--- src/verilog/pdma_regs.vh ---
// Register map, field positions and reset values of the peripheral DMA channel pair
// Assumes inclusion by bare name; definitions only
`ifndef PDMA_REGS_VH
`define PDMA_REGS_VH
`define PDMA_OFF_RX_PTR 12'h100
`define PDMA_OFF_RX_CNT 12'h104
`define PDMA_OFF_TX_PTR 12'h108
`define PDMA_OFF_TX_CNT 12'h10C
`define PDMA_OFF_RX_NPTR 12'h110
`define PDMA_OFF_RX_NCNT 12'h114
`define PDMA_OFF_TX_NPTR 12'h118
`define PDMA_OFF_TX_NCNT 12'h11C
`define PDMA_OFF_CTRL 12'h120
`define PDMA_OFF_STATE 12'h124
`define PDMA_OFF_FLAGS 12'h128
`define PDMA_OFF_SIZE 12'h12C
`define PDMA_BIT_RX_EN 0
`define PDMA_BIT_RX_DIS 1
`define PDMA_BIT_TX_EN 8
`define PDMA_BIT_TX_DIS 9
`define PDMA_FLAG_END_RX 0
`define PDMA_FLAG_END_TX 1
`define PDMA_FLAG_RX_FULL 2
`define PDMA_FLAG_TX_EMPTY 3
`define PDMA_RST_PTR 32'h00000000
`define PDMA_RST_CNT 16'h0000
`define PDMA_SIZE_BYTE 2'h0
`define PDMA_SIZE_HALF 2'h1
`define PDMA_SIZE_WORD 2'h2
`endif

--- src/verilog/pdma_chan.v ---
// One channel of the pair: pointer, counter and their next-buffer pair
// Assumes the owner sequences transfers and delivers one done pulse per completed item
`timescale 1ns/1ps
`include "pdma_regs.vh"
module pdma_chan (
  input wire clock_i,
  input wire rst_i,
  input wire wr_ptr_i,
  input wire wr_cnt_i,
  input wire wr_nptr_i,
  input wire wr_ncnt_i,
  input wire [31:0] wdata_i,
  input wire done_i,
  input wire [1:0] size_i,
  output reg [31:0] ptr_o,
  output reg [15:0] cnt_o,
  output reg [31:0] nptr_o,
  output reg [15:0] ncnt_o,
  output reg end_o
);
  reg [31:0] step;
  reg [15:0] cnt_dec;

  // Pointer step by transfer width
  always @* begin
    case (size_i)
      `PDMA_SIZE_BYTE: step = 32'h00000001;
      `PDMA_SIZE_HALF: step = 32'h00000002;
      default: step = 32'h00000004;
    endcase
    cnt_dec = cnt_o - 16'h0001;
  end

  // Software writes win over the transfer update in the same cycle, so a fresh value is never lost
  always @(posedge clock_i or posedge rst_i) begin
    if (rst_i) begin
      ptr_o <= `PDMA_RST_PTR;
      cnt_o <= `PDMA_RST_CNT;
      nptr_o <= `PDMA_RST_PTR;
      ncnt_o <= `PDMA_RST_CNT;
      end_o <= 1'b0;
    end else begin
      if (wr_ptr_i) begin
        ptr_o <= wdata_i;
      end else if (done_i && cnt_dec == 16'h0000 && ncnt_o != 16'h0000) begin
        ptr_o <= nptr_o;
      end else if (done_i) begin
        ptr_o <= ptr_o + step;
      end
      if (wr_cnt_i) begin
        cnt_o <= wdata_i[15:0];
      end else if (done_i && cnt_dec == 16'h0000 && ncnt_o != 16'h0000) begin
        cnt_o <= ncnt_o;
      end else if (done_i) begin
        cnt_o <= cnt_dec;
      end
      if (wr_nptr_i) begin
        nptr_o <= wdata_i;
      end
      if (wr_ncnt_i) begin
        ncnt_o <= wdata_i[15:0];
      end else if (!wr_cnt_i && done_i && cnt_dec == 16'h0000) begin
        ncnt_o <= `PDMA_RST_CNT;
      end
      // Set wins over the counter-write clear
      if (done_i && cnt_dec == 16'h0000 && ncnt_o == 16'h0000) begin
        end_o <= 1'b1;
      end else if (wr_cnt_i || wr_ncnt_i) begin
        end_o <= 1'b0;
      end
    end
  end
endmodule // pdma_chan

--- src/verilog/pdma_pair.v ---
// Peripheral DMA channel pair: one receive and one transmit channel, APB registers, bus master
// Assumes an APB master for registers, a simple request/grant memory bus and a peripheral
// whose ready lines are asynchronous levels and whose holding registers have their own ports.
//
// Added by the designer: the APB interface to the registers.
`timescale 1ns/1ps
`include "pdma_regs.vh"
module pdma_pair (
  input wire clock_i,
  input wire rst_i,
  // APB slave
  input wire psel_i,
  input wire penable_i,
  input wire pwrite_i,
  input wire [11:0] paddr_i,
  input wire [31:0] pwdata_i,
  output wire [31:0] prdata_o,
  output wire pready_o,
  output wire pslverr_o,
  // Peripheral side
  input wire peripheral_rx_ready_i,
  input wire peripheral_tx_ready_i,
  input wire [31:0] rx_holding_register_i,
  output reg rx_holding_read_o,
  output reg [31:0] tx_holding_data_o,
  output reg tx_holding_write_o,
  output wire rx_buffer_end_flag_o,
  output wire tx_buffer_end_flag_o,
  output wire rx_both_buffers_full_flag_o,
  output wire tx_both_buffers_empty_flag_o,
  // Memory bus master
  output reg mem_req_o,
  input wire mem_gnt_i,
  output reg mem_write_o,
  output reg [31:0] mem_addr_o,
  output reg [1:0] mem_size_o,
  output reg [31:0] mem_wdata_o,
  input wire [31:0] mem_rdata_i,
  input wire mem_ack_i
);
  // Sequencer states: wait for a trigger, for the grant, for the memory answer, then step counters
  localparam ST_IDLE = 2'h0;
  localparam ST_GRANT = 2'h1;
  localparam ST_MEM = 2'h2;
  localparam ST_DONE = 2'h3;

  // Sequencer and control state
  reg [1:0] state_r;
  reg [1:0] state_nxt;
  reg dir_tx_r;
  reg rx_en_r;
  reg tx_en_r;
  reg [1:0] size_r;
  // Three-stage pin synchronisers and their filtered levels
  reg [2:0] rx_sync_r;
  reg [2:0] tx_sync_r;
  reg rx_lvl_r;
  reg tx_lvl_r;
  // Pending triggers, one per channel
  reg rx_pend_r;
  reg tx_pend_r;
  // Registered read data and one-cycle completion strobes
  reg [31:0] rdata_r;
  reg done_rx;
  reg done_tx;
  // Channel register views
  wire [31:0] rx_ptr;
  wire [15:0] rx_cnt;
  wire [31:0] rx_nptr;
  wire [15:0] rx_ncnt;
  wire [31:0] tx_ptr;
  wire [15:0] tx_cnt;
  wire [31:0] tx_nptr;
  wire [15:0] tx_ncnt;
  wire rx_end;
  wire tx_end;
  // Decoded strobes and trigger qualifiers
  wire wr_acc;
  wire rx_rise;
  wire tx_rise;
  wire rx_live;
  wire tx_live;

  // APB answers in the access cycle itself; a write takes effect at that edge
  assign pready_o = 1'b1;
  assign wr_acc = psel_i && penable_i && pwrite_i;
  assign prdata_o = rdata_r;

  // Unmapped offsets flag an error so software sees a bad address
  assign pslverr_o = psel_i && penable_i && ((paddr_i[1:0] != 2'h0) ||
    (paddr_i < `PDMA_OFF_RX_PTR) || (paddr_i > `PDMA_OFF_SIZE));

  // Pin synchronisers: a change counts once stages two and three agree
  // Stage one is read by stage two only, so a metastable value never reaches the logic
  always @(posedge clock_i or posedge rst_i) begin
    if (rst_i) begin
      rx_sync_r <= 3'h0;
      tx_sync_r <= 3'h0;
      rx_lvl_r <= 1'b0;
      tx_lvl_r <= 1'b0;
    end else begin
      rx_sync_r <= {rx_sync_r[1:0], peripheral_rx_ready_i};
      tx_sync_r <= {tx_sync_r[1:0], peripheral_tx_ready_i};
      if (rx_sync_r[2] == rx_sync_r[1]) begin
        rx_lvl_r <= rx_sync_r[2];
      end
      if (tx_sync_r[2] == tx_sync_r[1]) begin
        tx_lvl_r <= tx_sync_r[2];
      end
    end
  end

  // A synchronised ready level sets the pending trigger while its channel is not being served.
  // Limitation: the level is looked at again once the sequencer is idle, so a peripheral must
  // drop ready within a few cycles of raising it, or the same item is moved twice
  assign rx_rise = rx_lvl_r && !rx_pend_r && !(state_r != ST_IDLE && !dir_tx_r);
  assign tx_rise = tx_lvl_r && !tx_pend_r && !(state_r != ST_IDLE && dir_tx_r);
  // Only enabled channels with work left accept triggers
  assign rx_live = rx_en_r && (rx_cnt != 16'h0000);
  assign tx_live = tx_en_r && (tx_cnt != 16'h0000);

  // Control, size and pending-trigger state
  always @(posedge clock_i or posedge rst_i) begin
    if (rst_i) begin
      rx_en_r <= 1'b0;
      tx_en_r <= 1'b0;
      size_r <= `PDMA_SIZE_BYTE;
      rx_pend_r <= 1'b0;
      tx_pend_r <= 1'b0;
    end else begin
      // Disable beats enable within one write, in both directions
      if (wr_acc && paddr_i == `PDMA_OFF_CTRL) begin
        if (pwdata_i[`PDMA_BIT_RX_DIS]) begin
          rx_en_r <= 1'b0;
        end else if (pwdata_i[`PDMA_BIT_RX_EN]) begin
          rx_en_r <= 1'b1;
        end
        if (pwdata_i[`PDMA_BIT_TX_DIS]) begin
          tx_en_r <= 1'b0;
        end else if (pwdata_i[`PDMA_BIT_TX_EN]) begin
          tx_en_r <= 1'b1;
        end
      end
      if (wr_acc && paddr_i == `PDMA_OFF_SIZE) begin
        size_r <= pwdata_i[1:0];
      end
      // Capture wins over the service clear
      if (rx_rise && rx_live) begin
        rx_pend_r <= 1'b1;
      end else if (done_rx || !rx_live) begin
        rx_pend_r <= 1'b0;
      end
      if (tx_rise && tx_live) begin
        tx_pend_r <= 1'b1;
      end else if (done_tx || !tx_live) begin
        tx_pend_r <= 1'b0;
      end
    end
  end

  // Transfer sequencer: one item per trip, receive served first
  always @* begin
    state_nxt = state_r;
    done_rx = 1'b0;
    done_tx = 1'b0;
    case (state_r)
      ST_IDLE: begin
        if (rx_pend_r || tx_pend_r) begin
          state_nxt = ST_GRANT;
        end
      end
      ST_GRANT: begin
        // The arbiter may hold the grant back for any number of cycles
        if (mem_gnt_i) begin
          state_nxt = ST_MEM;
        end
      end
      ST_MEM: begin
        // Memory latency is left to the far side
        if (mem_ack_i) begin
          state_nxt = ST_DONE;
        end
      end
      ST_DONE: begin
        state_nxt = ST_IDLE;
        done_rx = !dir_tx_r;
        done_tx = dir_tx_r;
      end
      default: begin
        state_nxt = ST_IDLE;
      end
    endcase
  end

  // Bus master and holding register strobes
  always @(posedge clock_i or posedge rst_i) begin
    if (rst_i) begin
      state_r <= ST_IDLE;
      dir_tx_r <= 1'b0;
      mem_req_o <= 1'b0;
      mem_write_o <= 1'b0;
      mem_addr_o <= 32'h00000000;
      mem_size_o <= `PDMA_SIZE_BYTE;
      mem_wdata_o <= 32'h00000000;
      rx_holding_read_o <= 1'b0;
      tx_holding_data_o <= 32'h00000000;
      tx_holding_write_o <= 1'b0;
    end else begin
      state_r <= state_nxt;
      rx_holding_read_o <= 1'b0;
      tx_holding_write_o <= 1'b0;
      case (state_r)
        ST_IDLE: begin
          // Receive pending beats transmit pending
          if (rx_pend_r) begin
            dir_tx_r <= 1'b0;
            mem_req_o <= 1'b1;
          end else if (tx_pend_r) begin
            dir_tx_r <= 1'b1;
            mem_req_o <= 1'b1;
          end
        end
        ST_GRANT: begin
          if (mem_gnt_i) begin
            mem_size_o <= size_r;
            if (!dir_tx_r) begin
              // Pointer sampled here so a rewrite is honoured
              rx_holding_read_o <= 1'b1;
              mem_write_o <= 1'b1;
              mem_addr_o <= rx_ptr;
              mem_wdata_o <= rx_holding_register_i;
            end else begin
              mem_write_o <= 1'b0;
              mem_addr_o <= tx_ptr;
            end
          end
        end
        ST_MEM: begin
          if (mem_ack_i) begin
            mem_req_o <= 1'b0;
            mem_write_o <= 1'b0;
            // Read data goes straight to the transmit holding register
            if (dir_tx_r) begin
              tx_holding_data_o <= mem_rdata_i;
              tx_holding_write_o <= 1'b1;
            end
          end
        end
        ST_DONE: begin
          // The done strobe steps the channel counters in this cycle
          mem_req_o <= 1'b0;
        end
        default: begin
          mem_req_o <= 1'b0;
        end
      endcase
    end
  end

  // Receive channel
  pdma_chan u_rx (
    .clock_i(clock_i),
    .rst_i(rst_i),
    .wr_ptr_i(wr_acc && paddr_i == `PDMA_OFF_RX_PTR),
    .wr_cnt_i(wr_acc && paddr_i == `PDMA_OFF_RX_CNT),
    .wr_nptr_i(wr_acc && paddr_i == `PDMA_OFF_RX_NPTR),
    .wr_ncnt_i(wr_acc && paddr_i == `PDMA_OFF_RX_NCNT),
    .wdata_i(pwdata_i),
    .done_i(done_rx),
    .size_i(size_r),
    .ptr_o(rx_ptr),
    .cnt_o(rx_cnt),
    .nptr_o(rx_nptr),
    .ncnt_o(rx_ncnt),
    .end_o(rx_end)
  );

  // Transmit channel
  pdma_chan u_tx (
    .clock_i(clock_i),
    .rst_i(rst_i),
    .wr_ptr_i(wr_acc && paddr_i == `PDMA_OFF_TX_PTR),
    .wr_cnt_i(wr_acc && paddr_i == `PDMA_OFF_TX_CNT),
    .wr_nptr_i(wr_acc && paddr_i == `PDMA_OFF_TX_NPTR),
    .wr_ncnt_i(wr_acc && paddr_i == `PDMA_OFF_TX_NCNT),
    .wdata_i(pwdata_i),
    .done_i(done_tx),
    .size_i(size_r),
    .ptr_o(tx_ptr),
    .cnt_o(tx_cnt),
    .nptr_o(tx_nptr),
    .ncnt_o(tx_ncnt),
    .end_o(tx_end)
  );

  // Status levels toward the peripheral status register
  // Levels follow the counters directly, so a counter write shows at once
  assign rx_buffer_end_flag_o = (rx_cnt == 16'h0000);
  assign tx_buffer_end_flag_o = (tx_cnt == 16'h0000);
  assign rx_both_buffers_full_flag_o = (rx_cnt == 16'h0000) && (rx_ncnt == 16'h0000);
  assign tx_both_buffers_empty_flag_o = (tx_cnt == 16'h0000) && (tx_ncnt == 16'h0000);

  // Read data registered in the setup cycle; reads have no side effect
  // The write-only control offset and unmapped offsets read as zero
  always @(posedge clock_i or posedge rst_i) begin
    if (rst_i) begin
      rdata_r <= 32'h00000000;
    end else if (psel_i && !penable_i && !pwrite_i) begin
      case (paddr_i)
        `PDMA_OFF_RX_PTR: rdata_r <= rx_ptr;
        `PDMA_OFF_RX_CNT: rdata_r <= {16'h0000, rx_cnt};
        `PDMA_OFF_TX_PTR: rdata_r <= tx_ptr;
        `PDMA_OFF_TX_CNT: rdata_r <= {16'h0000, tx_cnt};
        `PDMA_OFF_RX_NPTR: rdata_r <= rx_nptr;
        `PDMA_OFF_RX_NCNT: rdata_r <= {16'h0000, rx_ncnt};
        `PDMA_OFF_TX_NPTR: rdata_r <= tx_nptr;
        `PDMA_OFF_TX_NCNT: rdata_r <= {16'h0000, tx_ncnt};
        `PDMA_OFF_STATE: rdata_r <= {23'h0, tx_en_r, 7'h0, rx_en_r};
        `PDMA_OFF_FLAGS: rdata_r <= {28'h0000000, tx_both_buffers_empty_flag_o, rx_both_buffers_full_flag_o,
          tx_end, rx_end};
        `PDMA_OFF_SIZE: rdata_r <= {30'h0, size_r};
        default: rdata_r <= 32'h00000000;
      endcase
    end
  end
endmodule // pdma_pair

--- config.mk ---
export PLATFORM = sky130hd
export DESIGN_NAME = pdma_pair
export DESIGN_NICKNAME = d
export VERILOG_FILES = /design/src/verilog/pdma_chan.v /design/src/verilog/pdma_pair.v
export VERILOG_INCLUDE_DIRS = /design/src /design/src/verilog
export SDC_FILE = /design/constraint.sdc
export NUM_CORES = 1
export LEC_CHECK = 0
export ABC_AREA = 1
export BUFFER_PORTS_ARGS = -buffer_cell sky130_fd_sc_hd__buf_4
export CORE_UTILIZATION = 55
export CTS_BUF_LIST = sky130_fd_sc_hd__clkbuf_16
export CTS_CLUSTER_SIZE = 14
export DETAILED_ROUTE_END_ITERATION = 8
export PLACE_DENSITY = 0.77
export SYNTH_ARGS = -nofsm -noshare
export SYNTH_HDL_FRONTEND = slang
export SYNTH_SLANG_ARGS = --single-unit
--- constraint.sdc ---
create_clock -name clock_i -period 15.8 [get_ports clock_i]
set_input_delay 3.16 -clock clock_i [delete_from_list [all_inputs] [get_ports clock_i]]
set_output_delay 3.16 -clock clock_i [all_outputs]
set_load 0.02 [all_outputs]
**After elaboration in Yosys (flattened, before gate mapping)**

Cells that the tools add are included.

- Register bits after elaboration: 345
- Input port bits: 117
- Logic and storage cells: 202

- Add/sub/neg operators: 4
- Magnitude comparators: 2
- Eq/ne operators: 22
- Mux-type cells: 50
- Bitwise gates (word level): 1
- Reductions and logical operators: 93

Operators by type and width:

| cell | number |
|---|---|
| $pmux 32 s11 | 1 |
| $mux 32 | 7 |
| $mux 16 | 10 |
| $eq 12x9->1 const B | 12 |
| $logic_not 16->1 | 6 |
| $add 32x3->32 | 2 |
| $reduce_bool 16->1 | 4 |
| $logic_and 1x1->1 | 37 |
| $sub 16x1->16 const B | 2 |
| $mux 1 | 25 |
| $reduce_bool 2->1 | 12 |
| $reduce_and 3->1 | 5 |
| $reduce_bool 3->1 | 5 |
| $gt 12x9->1 const B | 1 |
| $lt 12x9->1 const B | 1 |
| $logic_not 1->1 | 11 |
| $pmux 2 s4 | 1 |
| $reduce_and 2->1 | 4 |
| $logic_or 1x1->1 | 7 |
| $mux 2 | 3 |
| $ne 2x2->1 const B | 3 |
| $pmux 3 s2 | 1 |
| $eq 2x1->1 const B | 2 |
| $eq 2x2->1 const B | 2 |
| 6 further kinds | 8 |

**Logic depth before layout (Yosys ltp)**

- Word-level depth: 8
- Gate-level depth with buffers: 17
- Mapped depth without buffers: 17

**Cells and area by module**

Synthesis repeated with hierarchy kept, for this count alone.

- Cells, all modules: 2893
- Area total of the unflattened synthesis: 20827.5 µm²

Modules (own cells, without submodules):

| module | instances | cells each | area each (µm²) |
|---|---|---|---|
| pdma_chan | 2 | 857 | 6159.7 |
| pdma_pair | 1 | 1179 | 8508.2 |

**Worst setup path before layout**

No wires, ideal clock.

- Path type: input port to output port
- Start: input port paddr_i[5]
- End: output port pslverr_o
- Arrival time: 3.786 ns
- Slack: 8.854 ns
- Stages: 4
- Cell sequence: inv_1 -> o21ai_0 -> inv_1 -> a41oi_1

- Longest elaborated chain between the ends: 4

RTL lines:

| item | line | text |
|---|---|---|
| start: declaration | pdma_pair.v:15 | `input wire [11:0] paddr_i,` |
| $lt 12x9->1 (no source line) | -- |  |
| $logic_or 1x1->1 | pdma_pair.v:90 | `assign pslverr_o = psel_i && penable_i && ((paddr_i[1:0] != 2'h0) \|\|` |
| $logic_or 1x1->1 * | pdma_pair.v:90 |  |
| $logic_and 1x1->1 * | pdma_pair.v:90 |  |
| end: declaration | pdma_pair.v:19 | `output wire pslverr_o,` |

Mark *: on every way between the ends. The rest lies on a longest branch, timed or not.

**Final worst setup path**

- Start: input port paddr_i[7]
- End: output port pslverr_o

Same word-level chain as after synthesis.

==> results.md <==
Critical path:
- The arrival time of data at the critical path endpoint is 3930 ps.
- The highest fanout seen on the critical path is 4.
- STA puts the critical path data required time at 12640 ps.
- The worst setup path is launched from an input port.
- The kind of capture point of the worst setup path is an output port.
- The worst setup path is of the in -> out kind.
- For the worst flop-to-flop path, the logic depth is 15.

Route:
- The routed design uses 7.83 mm of met3 wire.
- The first routing iteration left 2550 violations.
- Signal routing reaches up to met4.
- The via density per instance is 6.08.
- The first detailed-routing pass took 7 iterations.
- The number of routed nets with antenna violations is 0.
- Summing over every cut layer, the via total after detailed routing is 20.7k.
- The detailed-routing wirelength on met1 is 28.0 mm.
- After detailed routing, the number of remaining DRC violations is 0.
- The routed length per instance is 22.6 um.
- The total length of routed met2 wires is 34.4 mm.
- The overall routed net length is 76.9 mm.

Floorplanning:
- In this run the count of I/O pins placed on the die edge is 257.
- The die is 190 um tall.
- For this configuration, the core starts out at a cell density of 56.0%.
- The number of core rows is 68.
- The die extent in x is 190 um.
- The die covers 36000 um2.
- The core area is 34600 um2.

GRT:
- The first global-routing pass estimated 117 mm of wire.
- The number of antenna violations at the first check in global routing was 1.
- Global routing finished with a remaining overflow of 0.
- The via count of the first global-routing pass is 20.0k.
- The aggregate global-route resource usage is 43.3%.
- Entering global routing, the biggest net connects 118 pins.

STA:
- Summed over all failing endpoints, the final setup total negative slack is 0 ps.
- The hold violation total from the final report is 0.
- The worst clock skew on the final layout is 18.2 ps.
- The total setup violations reported at the end of the flow is 0.
- Subtracting the final worst setup slack from the clock period gives 7090 ps.
- The worst relative slew slack is 27.4%.
- The slew at the pin closest to its max-slew limit is 1090 ps.
- The peak clock frequency supported by timing is 141 MHz.
- Once routing completed, OpenROAD measured the worst setup slack at 8710 ps.
- Setup repair after global routing left no endpoint under its margin.
- The count of pins over their slew limit is 0.
- The worst path uses 44.9% of the clock period.

Layout:
- Cells with a size suffix above 1 make up 12.7% of the layout.
- For this run, the post-layout net count is 3046.
- For this run, the number of standard cells in the final layout without fillers is 3397.
- Cells fill 65.9% of the core in the end.
- Fill cells in the final layout number 3099.
- The area growth from synthesis to layout is 17.6%.

Outcome:
- The run finished with clean final reports.

Clocking:
- TritonCTS created 39 clock buffers.
- The clock latency at the later pin of the worst-skew pair is 570 ps.
- Post-CTS timing repair inserted 0 buffers for setup.
- The clock tree buffer depth is 3.
- The number of levels in the clock H-tree is 2.
- CTS saw 345 sinks.
- The clock-pin slew on the worst setup and hold paths is 60 ps.
- TritonCTS built the clock tree.
- In this run, post-CTS repair resized a total of 0 instances.
- The number of buffers added to fix hold violations after cts is 0.
- Clock tree synthesis selected as its root buffer the cell clkbuf_16.

Placement:
- OpenSTA, run right after detailed placement, puts the worst setup slack at 8690 ps.
- Counting tap cells, the placed design contains a total of 3326 instances.
- Detailed placement ended at an HPWL of 55.5 mm.
- Buffers placed on the I/O ports in this run total 255.
- The routability congestion estimate from global placement is 1.03.

Yosys:
- The mapped netlist covers 19400 um2.
- Averaged over all synthesized cells, the footprint is 7.16 um2.
- Synthesis handed over a netlist of 2708 instances.
- During synthesis, Yosys emitted a total of 0 warnings.
- Counting flops with a built-in enable in the synthesized netlist gives 0.
- The top cell type by area accounts for 44.5% of the synthesized area.
- In the synthesized netlist, mux cells make up 0% of the area.
- The synthesized netlist devotes 1.28% of its cell area to adder and majority cells.
- Ranked by total cell area, the synthesized netlist is headed by dfrtp_1 (44%), nand2_1 (16%), inv_1 (7.0%), o22ai_1 (5.7%), nand3_1 (4.6%).
- The largest area contributor in the netlist is dfrtp_1.
- The largest family of logic cells by synthesized area is simple AND/OR/NAND/NOR gates.
- The simple-gate share of the synthesized area is 29.0%.
- For this run, asynchronously set or reset flops after synthesis account for 100%.
- The sequential cell area fraction in the yosys report is 44.5%.
- The compound-cell area share of the yosys netlist is 14.0%.
- After Yosys synthesis, XOR and XNOR cells account for 1.40% of the synthesized area.
- The number of flip-flops and latches in the synthesized netlist is 345.
- The main flop type after synthesis is dfrtp_1.
- The net count of the mapped netlist is 2842.
- Yosys mapped the design onto 46 distinct sky130hd cell types.

Hold path:
- The number of stages on the worst hold path is 0.
- The worst min-delay path category is reg -> reg.

Pwr:
- The power per standard cell area is 152 nW/um2.
- Summed over all cells, the static leakage comes to 0.0116 uW.
- The highest ir drop seen on vdd is 117 uV.
- The total power draw is 3460 uW.

Job:
- The max-capacitance violation count is 0.
synth_stat cells (28+ instances only):
| master | number |
|---|---|
| clkbuf_1 | 78 |
| o21ai_0 | 150 |
| a21oi_1 | 89 |
| o22ai_1 | 176 |
| nor2_1 | 204 |
| nand3_1 | 180 |
| nor3_1 | 28 |
| dfrtp_1 | 345 |
| nand2_1 | 846 |
| nand4_1 | 47 |
| inv_1 | 363 |
metal layers:
metal	up-vias	GRT usage [%]
met5	-	0
met4	0	31.5
met3	400	9.43
met2	1445	67.7
met1	9619	53.1
li1	9189	-
worst max-delay path, stage by stage:
cell and delay (ps):
buf_4 110, nor2_1 200, o21ai_0 120, inv_1 70, a41oi_1 90, buf_4 180
through the flow:
stage	hold slack [ps]	instance area, um2
floorplan	331	19400
global placement	333	21600
detailed placement	346	21600
CTS	357	22800
global route	364	22800
finish	357	22800
registers in the layout, indices dropped and copies added (netlist names), 2 cells and up:
signal,flops
u_tx.cnt_o,16
prdata_o,32
u_rx.ncnt_o,16
u_tx.ptr_o,32
mem_wdata_o,32
size_r,2
u_tx.ncnt_o,16
u_rx.nptr_o,32
state_r,2
tx_holding_data_o,32
u_tx.nptr_o,32
rx_sync_r,3
u_rx.cnt_o,16
tx_sync_r,3
mem_size_o,2
u_rx.ptr_o,32
mem_addr_o,32
power breakdown:
part	leakage (uW)	switching [uW]	internal [uW]
clock network	0.000624	388	514
logic	0.00646	852	457
registers	0.00447	174	1070
total	0.0116	1410	2040
cells in the final DEF, fill, tap and decap left out, types with 2 or more instances in the layout:
| master | n |
|---|---|
| nand2_1 | 846 |
| o22ai_1 | 176 |
| xor2_1 | 27 |
| fa_1 | 2 |
| a21oi_1 | 89 |
| clkinv_1 | 12 |
| o2111ai_1 | 2 |
| xnor2_1 | 4 |
| buf_4 | 276 |
| clkinvlp_4 | 2 |
| nor3_1 | 27 |
| nand4_1 | 47 |
| or2_2 | 5 |
| maj3_1 | 2 |
| o21ai_0 | 150 |
| nor4_1 | 13 |
| nand3_1 | 178 |
| nor2_1 | 203 |
| clkinv_2 | 7 |
| nor2_4 | 7 |
| nand2_2 | 2 |
| nor2_2 | 6 |
| dfrtp_1 | 345 |
| ha_1 | 15 |
| nor3_2 | 2 |
| clkbuf_16 | 39 |
| o21ai_1 | 11 |
| a211oi_1 | 4 |
| o21bai_1 | 27 |
| nand3_2 | 5 |
| o211ai_1 | 11 |
| inv_1 | 370 |
| bufinv_16 | 4 |
| inv_2 | 12 |
cell families (layout without fill, tap and decap cells):
| kind of cell | Yosys count | after routing |
|---|---|---|
| flip-flops | 345 | 345 |
| AND/OR/NAND/NOR | 1348 | 1348 |
| XOR/XNOR | 31 | 31 |
| buffers and inverters | 491 | 724 |
| adder cells (fa/ha/maj) | 19 | 19 |
| AO/OA/AOI/OAI | 473 | 473 |
| other | 1 | 2 |
final cells by class:
| class | count | area [um2] | area share (%) |
|---|---|---|---|
| Tap cell | 455 | 569 | 2.50 |
| Sequential cell | 345 | 8630 | 37.8 |
| Multi-Input combinational cell | 1872 | 8890 | 39.0 |
| Clock buffer | 39 | 976 | 4.28 |
| Inverter | 378 | 1430 | 6.26 |
| Antenna cell | 1 | 2.50 | 0.0110 |
| Clock inverter | 31 | 241 | 1.06 |
| Timing Repair Buffer | 276 | 2070 | 9.08 |
worst paths after layout:
| check | from | to | slack [ps] |
|---|---|---|---|
| worst max-delay path | paddr_i[7] | pslverr_o | 8710 |
| worst max register to register | u_tx.cnt_o[0]$_DFFE_PP0P_ | u_tx.ptr_o[4]$_DFFE_PP0P_ | 11640 |
| worst min-delay path | rx_sync_r[0]$_DFF_PP0_ | rx_sync_r[1]$_DFF_PP0_ | 360 |
| min in group asynchronous | rst_i | tx_sync_r[1]$_DFF_PP0_ | 2740 |
| worst min register to register | rx_sync_r[0]$_DFF_PP0_ | rx_sync_r[1]$_DFF_PP0_ | 360 |
| max in group asynchronous | rst_i | u_tx.ncnt_o[2]$_DFFE_PP0P_ | 10460 |
Power figures use the tool's default switching activity.
